<file path="config.mk">
export PLATFORM = sky130hd
export DESIGN_NAME = thermal_shutdown_restart
export DESIGN_NICKNAME = d
export VERILOG_FILES = /design/src/thermal_shutdown_restart.v
export VERILOG_INCLUDE_DIRS = /design/src
export SDC_FILE = /design/constraint.sdc
export NUM_CORES = 1
export LEC_CHECK = 0
export BUFFER_PORTS_ARGS = -buffer_cell sky130_fd_sc_hd__buf_2
export CORE_UTILIZATION = 24
export CTS_BUF_LIST = sky130_fd_sc_hd__clkbuf_2 sky130_fd_sc_hd__clkbuf_4 sky130_fd_sc_hd__clkbuf_8
export DETAILED_ROUTE_END_ITERATION = 8
export SYNTH_ARGS = -nofsm -noshare
export SYNTH_HDL_FRONTEND = slang
export SYNTH_SLANG_ARGS = --single-unit
</file>
<file path="constraint.sdc">
create_clock -name mclk -period 1.05 [get_ports mclk]
set_input_delay 0.105 -clock mclk [delete_from_list [all_inputs] [get_ports mclk]]
set_output_delay 0.105 -clock mclk [all_outputs]
set_load 0.01 [all_outputs]
</file>
<file path="src/thermal_restart_defines.vh">
`ifndef THERMAL_RESTART_DEFINES_VH
`define THERMAL_RESTART_DEFINES_VH

// ----------------------------------------
// register map
// ----------------------------------------
`define SYSTEM_OPTION_REG_ONE_ADDR   16'h1802
`define SYSTEM_TEST_REG_ADDR         16'h180f
`define ENABLE_BIT_POS               3
`define HIGH_SELECT_BIT_POS          2
`define ARMED_FLAG_POS               0
`define RESET_VECTOR_HI_ADDR         16'hdffe
`define RESET_VECTOR_LO_ADDR         16'hdfff

// ----------------------------------------
// reset values
// ----------------------------------------
`define ENABLE_RESET_VALUE           1'b0
`define HIGH_SELECT_RESET_VALUE      1'b0
`define ARMED_FLAG_RESET_VALUE       1'b1

`endif

</file>
<file path="src/thermal_shutdown_restart.v">
`timescale 1ns/1ps
`include "thermal_restart_defines.vh"

module thermal_shutdown_restart
(
    // clock and reset
    input  wire        mclk,
    input  wire        sys_rst,
    // software writes to the option register
    input  wire        option_write,
    input  wire [7:0]  option_wdata,
    // software shutdown request at programmed temperature
    input  wire        shutdown_request,
    // comparators, low threshold
    input  wire        low_outside_rearm,
    input  wire        low_within_reset,
    // comparators, high threshold
    input  wire        high_outside_rearm,
    input  wire        high_within_reset,
    // periodic wakeup unit events
    input  wire        wakeup_event,
    input  wire        periodic_reset_event,
    // status and control out
    output reg         thermal_restart_enable,
    output reg         high_threshold_select,
    output wire [7:0]  system_test_reg,
    output reg         deepest_stop_mode,
    output reg         restart_reset,
    output wire        wakeup_irq,
    output wire        periodic_reset
);

    // ----------------------------------------
    // state encoding
    // ----------------------------------------
    localparam [2:0] st_run      = 3'b001;
    localparam [2:0] st_shutdown = 3'b010;
    localparam [2:0] st_restart  = 3'b100;

    // index of each comparator pair in the threshold arrays
    localparam       thr_low     = 0;
    localparam       thr_high    = 1;
    localparam       thr_count   = 2;

    // ----------------------------------------
    // internal signals
    // ----------------------------------------
    reg                  outside_rearm_flag;  // armed flag, set on reset
    reg  [2:0]           state;
    reg  [2:0]           next_state;
    wire [thr_count-1:0] outside_in;          // per-threshold rearm comparators
    wire [thr_count-1:0] within_in;           // per-threshold reset comparators
    wire [thr_count-1:0] outside_pick;        // rearm comparator masked by select
    wire [thr_count-1:0] within_pick;         // reset comparator masked by select
    wire [thr_count-1:0] thr_active;          // one-hot threshold choice
    wire                 sel_outside;
    wire                 sel_within;
    wire                 restart_fire;
    wire                 set_request;         // write asks for enable one
    wire                 set_allowed;         // flag permits the set
    wire                 in_shutdown;         // state decode for gating

    // ----------------------------------------
    // comparator selection
    // ----------------------------------------
    // gather both comparator pairs so one loop can mask them
    assign outside_in[thr_low]  = low_outside_rearm;
    assign outside_in[thr_high] = high_outside_rearm;
    assign within_in[thr_low]   = low_within_reset;
    assign within_in[thr_high]  = high_within_reset;

    // select bit decodes to exactly one active threshold
    assign thr_active = {high_threshold_select, ~high_threshold_select};

    // each pair passes only while chosen; the unused pair may toggle freely
    // without touching the armed flag
    genvar g;
    generate
        for (g = 0; g < thr_count; g = g + 1)
        begin : g_thr
            assign outside_pick[g] = outside_in[g] & thr_active[g];
            assign within_pick[g]  = within_in[g] & thr_active[g];
        end
    endgenerate

    // only one bit of each pick vector can be high
    assign sel_outside = |outside_pick;
    assign sel_within  = |within_pick;

    // ----------------------------------------
    // status readback
    // ----------------------------------------
    // armed flag read back, upper bits zero; software cannot write it
    assign system_test_reg = {7'h00, outside_rearm_flag};

    // ----------------------------------------
    // restart condition
    // ----------------------------------------
    // the flag is the hysteresis memory, so a unit that never left the
    // reset band cannot fire
    assign restart_fire = thermal_restart_enable & outside_rearm_flag & sel_within;

    // ----------------------------------------
    // option bits
    // ----------------------------------------
    // a set request during the reset band is dropped; clearing is always allowed
    assign set_request = option_wdata[`ENABLE_BIT_POS];
    assign set_allowed = outside_rearm_flag;

    // select is written on every write, even with a refused enable set
    always @(posedge mclk or posedge sys_rst)
    begin
        if (sys_rst)
        begin
            thermal_restart_enable <= `ENABLE_RESET_VALUE;
            high_threshold_select  <= `HIGH_SELECT_RESET_VALUE;
        end
        else if (option_write)
        begin
            high_threshold_select <= option_wdata[`HIGH_SELECT_BIT_POS];
            if (!set_request)
            begin
                thermal_restart_enable <= 1'b0;
            end
            else if (set_allowed)
            begin
                thermal_restart_enable <= 1'b1;
            end
        end
    end

    // ----------------------------------------
    // hysteretic armed flag
    // ----------------------------------------
    // reset band wins over rearm band, so a glitchy comparator pair can
    // never leave the flag armed while inside the reset band
    always @(posedge mclk or posedge sys_rst)
    begin
        if (sys_rst)
        begin
            outside_rearm_flag <= `ARMED_FLAG_RESET_VALUE;
        end
        else if (sel_within)
        begin
            outside_rearm_flag <= 1'b0;
        end
        else if (sel_outside)
        begin
            outside_rearm_flag <= 1'b1;
        end
    end

    // ----------------------------------------
    // shutdown / restart sequencer
    // ----------------------------------------
    // run to shutdown on request, shutdown to restart when armed and back in
    // band; restart lasts one cycle, so a request then is not taken
    always @*
    begin
        next_state = state;
        case (state)
            st_run:
            begin
                if (shutdown_request && thermal_restart_enable)
                begin
                    next_state = st_shutdown;
                end
            end
            st_shutdown:
            begin
                if (restart_fire)
                begin
                    next_state = st_restart;
                end
            end
            st_restart:
            begin
                next_state = st_run;
            end
            default:
            begin
                next_state = st_run;
            end
        endcase
    end

    // registered stop and reset pulse outputs
    always @(posedge mclk or posedge sys_rst)
    begin
        if (sys_rst)
        begin
            state             <= st_run;
            deepest_stop_mode <= 1'b0;
            restart_reset     <= 1'b0;
        end
        else
        begin
            state             <= next_state;
            deepest_stop_mode <= (next_state == st_shutdown);
            restart_reset     <= (next_state == st_restart);
        end
    end

    // ----------------------------------------
    // wakeup suppression
    // ----------------------------------------
    // registered stop level, so the gate is glitch free
    assign in_shutdown = deepest_stop_mode;

    // suppression only gates outputs; counters stay outside and keep counting
    // limitation: an event in the cycle of the request itself still passes
    assign wakeup_irq     = wakeup_event & ~in_shutdown;
    assign periodic_reset = periodic_reset_event & ~in_shutdown;

endmodule // thermal_shutdown_restart

</file>
==> impl_metrics.py <==
metrics = {
    "setup_path": {
        "worst_path_largest_cell_delay_ns": 0.52,
        "cp.required_ns": 0.94,
        "setup.worst_path.start_class": "flop",
        "crit_family": "flip-flops",
        "crit_start": "outside_rearm_flag",
        "path_class": "flop to output pin",
        "cp_cell_sequence": "buf_2",
        "slowest_stage": "dfstp_2",
        "crit_arrival_ns": 0.89,
        "cp-end-kind": "output pin",
        "timing.rr.start": "state[0]",
        "worst-path-buf-inv": 1,
        "path_max_fanout": 2,
    },
    "grt": {
        "met2_usage_pct": 12.5,
        "top_usage_layer": "met2",
        "grt_usage_pct": 8.84,
        "grt_pass1_wl_um": 1050,
        "met1_usage_pct": 7.69,
        "grt_overflow": 0,
        "grt_pass1_vias": 274,
        "grt_max_degree": 9,
        "met3_usage_pct": 7.66,
        "antenna_found_initial": 0,
    },
    "route": {
        "drt_iter0_markers": 0,
        "first_pass_iters": 1,
        "drc": 0,
        "ant_nets": 0,
        "detail_route.wl_per_cell_um": 8.84,
        "dr_total_vias": 313,
        "routed_wl_um": 663,
        "vias_per_cell": 4.17,
    },
    "logic_synthesis": {
        "yosysMostFrequentCell": "buf_4",
        "synth_warnings": 0,
        "synth-edff-count": 0,
        "ys_types": 18,
        "syn_avg_cell_area_um2": 11.0,
        "ys_seq_area_share_pct": 49.8,
        "synth_top_area_cell": "dfrtp_1",
        "ys_seq_elements": 8,
        "netlist_top_cells_count": "buf_4, dfrtp_1",
        "synth_top_cell_area_share_pct": 36.9,
        "synthesis.area_um2": 407,
        "synthTopCellsByArea": "dfrtp_1, buf_4, dfstp_2",
        "ys.flop_type": "dfrtp_1",
        "async_flop_share_pct": 100,
        "syn_inst": 37,
    },
    "die": {
        "pin_count": 32,
        "dieWidth_um": 43.2,
        "die_area_um2": 1860,
        "die_height_um": 43.2,
        "rows": 14,
        "core_um2": 1540,
        "initial_utilization_pct": 26.4,
    },
    "power": {
        "leakage_nw": 0.286,
        "ir_worst_vdd_uv": 671,
        "pwr_density_cell_nw_per_um2": 1430,
        "power_mw": 0.787,
    },
    "clock_network": {
        "clkTransAtPathRegs_ns": 0.05,
        "max-clock-path-buffers": 2,
        "cts_buffers": 3,
        "ctsHtreeMaxLevel": 1,
        "clock-root-buffer": "clkbuf_4",
        "cts_sinks": 8,
        "tritoncts": "done",
        "worstSkewPairLatency_ns": 0.25,
    },
    "sta": {
        "final_max_slew_viol_count": 0,
        "grt_setup_unrepaired": "yes",
        "setup_viol": 0,
        "period_needed_ns": 0.997,
        "fmax_ghz": 1.00,
        "report.final.hold_viol_count": 0,
        "post-route-period-util_pct": 95.0,
        "tns_ns": 0,
        "finClkSkew_ns": 0.00441,
    },
    "place": {
        "gp_congestion": 0.659,
        "post-dp-hpwl_um": 534,
        "port_buffers": 18,
        "dpl_cell_area_um2": 487,
    },
    "min_path": {
        "min-delay-start": "option_write",
        "hold_class": "input port to flop",
    },
    "run": {
        "drv_cap": 0,
    },
    "finish": {
        "final_nets": 79,
        "fin_area_um2": 551,
        "antenna_cells": 0,
        "drive_gt1_share_pct": 50.8,
        "postLayoutCoreUtil_pct": 35.7,
        "syn_to_final_growth_pct": 35.4,
    },
    "status": {
        "status": "finished, final reports clean",
    },
}
-- cell type report --
cell class                 count  area [µm²]
sequential                     8         203
inverter                       2        7.51
multi-input combinational     25         173
timing repair buffer          21         125
clock buffer                   3        22.5
tap                           16        20.0
fill                         162         991
-- layout by cell type, fill, tap and decap left out --
cell / Yosys / layout
buf_4: 8 / 1
dlygate4sd3_1: 0 / 1
dfrtp_1: 6 / 6
nor2b_1: 2 / 2
nand2b_1: 1 / 1
clkbuf_4: 0 / 3
buf_2: 0 / 17
buf_6: 0 / 2
mux2_4: 1 / 1
dfstp_2: 2 / 2
o2bb2ai_2: 0 / 1
a211oi_1: 1 / 1
mux2_2: 1 / 1
a21oi_1: 2 / 2
conb_1: 1 / 7
nor2_1: 2 / 2
a21o_1: 1 / 1
nand4b_1: 1 / 1
o2bb2ai_1: 2 / 1
and2b_2: 1 / 1
inv_1: 2 / 2
nor3_1: 2 / 2
nand3_4: 0 / 1
-- state kept, by name, indices dropped and copies added, names as in the netlist --
name                    cells
high_threshold_select       1
deepest_stop_mode           1
thermal_restart_enable      1
restart_reset               1
outside_rearm_flag          1
state                       3
-- logic make-up (layout without fill, tap and decap cells) --
group                  after synthesis  count (layout)  share of synthesized area (%)
DFF                                  8               8                           49.8
buffers and inverters               10              26                           16.6
and+or+nand+nor                     10              10                           15.7
muxes                                2               2                           6.46
other                                1               7                          0.922
AOI/OAI and AO/OA                    6               6                           10.5
-- per-layer routing --
metal	routed length (µm)	vias to the layer above
li1	-	157
met1	232	135
met2	329	16
met3	80	5
met4	20	0
met5	0	-
-- stage by stage --
stage | hold WS [ns] | setup slack [ns] | cells
3_3_place_gp | 0.0552 | 0.0514 | 70
2_1_floorplan | -0.0808 | 0.0299 | 43
6_report | 0.0666 | 0.0528 | 75
4_1_cts | 0.0640 | 0.0145 | 75
3_5_place_dp | 0.0578 | 0.0467 | 70
5_1_grt | 0.0622 | -0.000530 | 75
-- final timing paths --
check,cells after the start,endpoint,slack (ns)
min in group asynchronous,3,restart_reset,0.33
max in group asynchronous,3,state[0],0.43
min reg2reg,1,state[1],0.55
max,1,system_test_reg[0],0.05
max reg2reg,3,deepest_stop_mode,0.06
min,2,thermal_restart_enable,0.07
-- where the power goes --
part | internal (mW) | switching (mW) | leakage, nW | total [mW]
sequential | 0.350 | 0.0253 | 0.100 | 0.375
combinational | 0.0973 | 0.0873 | 0.172 | 0.185
clock | 0.130 | 0.0969 | 0.0138 | 0.227
total | 0.578 | 0.210 | 0.286 | 0.787
-- repair_timing --
| item | 4_1_cts | 5_1_grt |
|---|---|---|
| setup buffers | 1 | 0 |
| hold buffers | 1 | 0 |
| hold endpoints to repair | 6 | 0 |
| resized for setup | 0 | 4 |
| pin swaps | 0 | 1 |
| endpoints found under the setup margin | 1 | 2 |
Power figures use the tool's default switching activity.
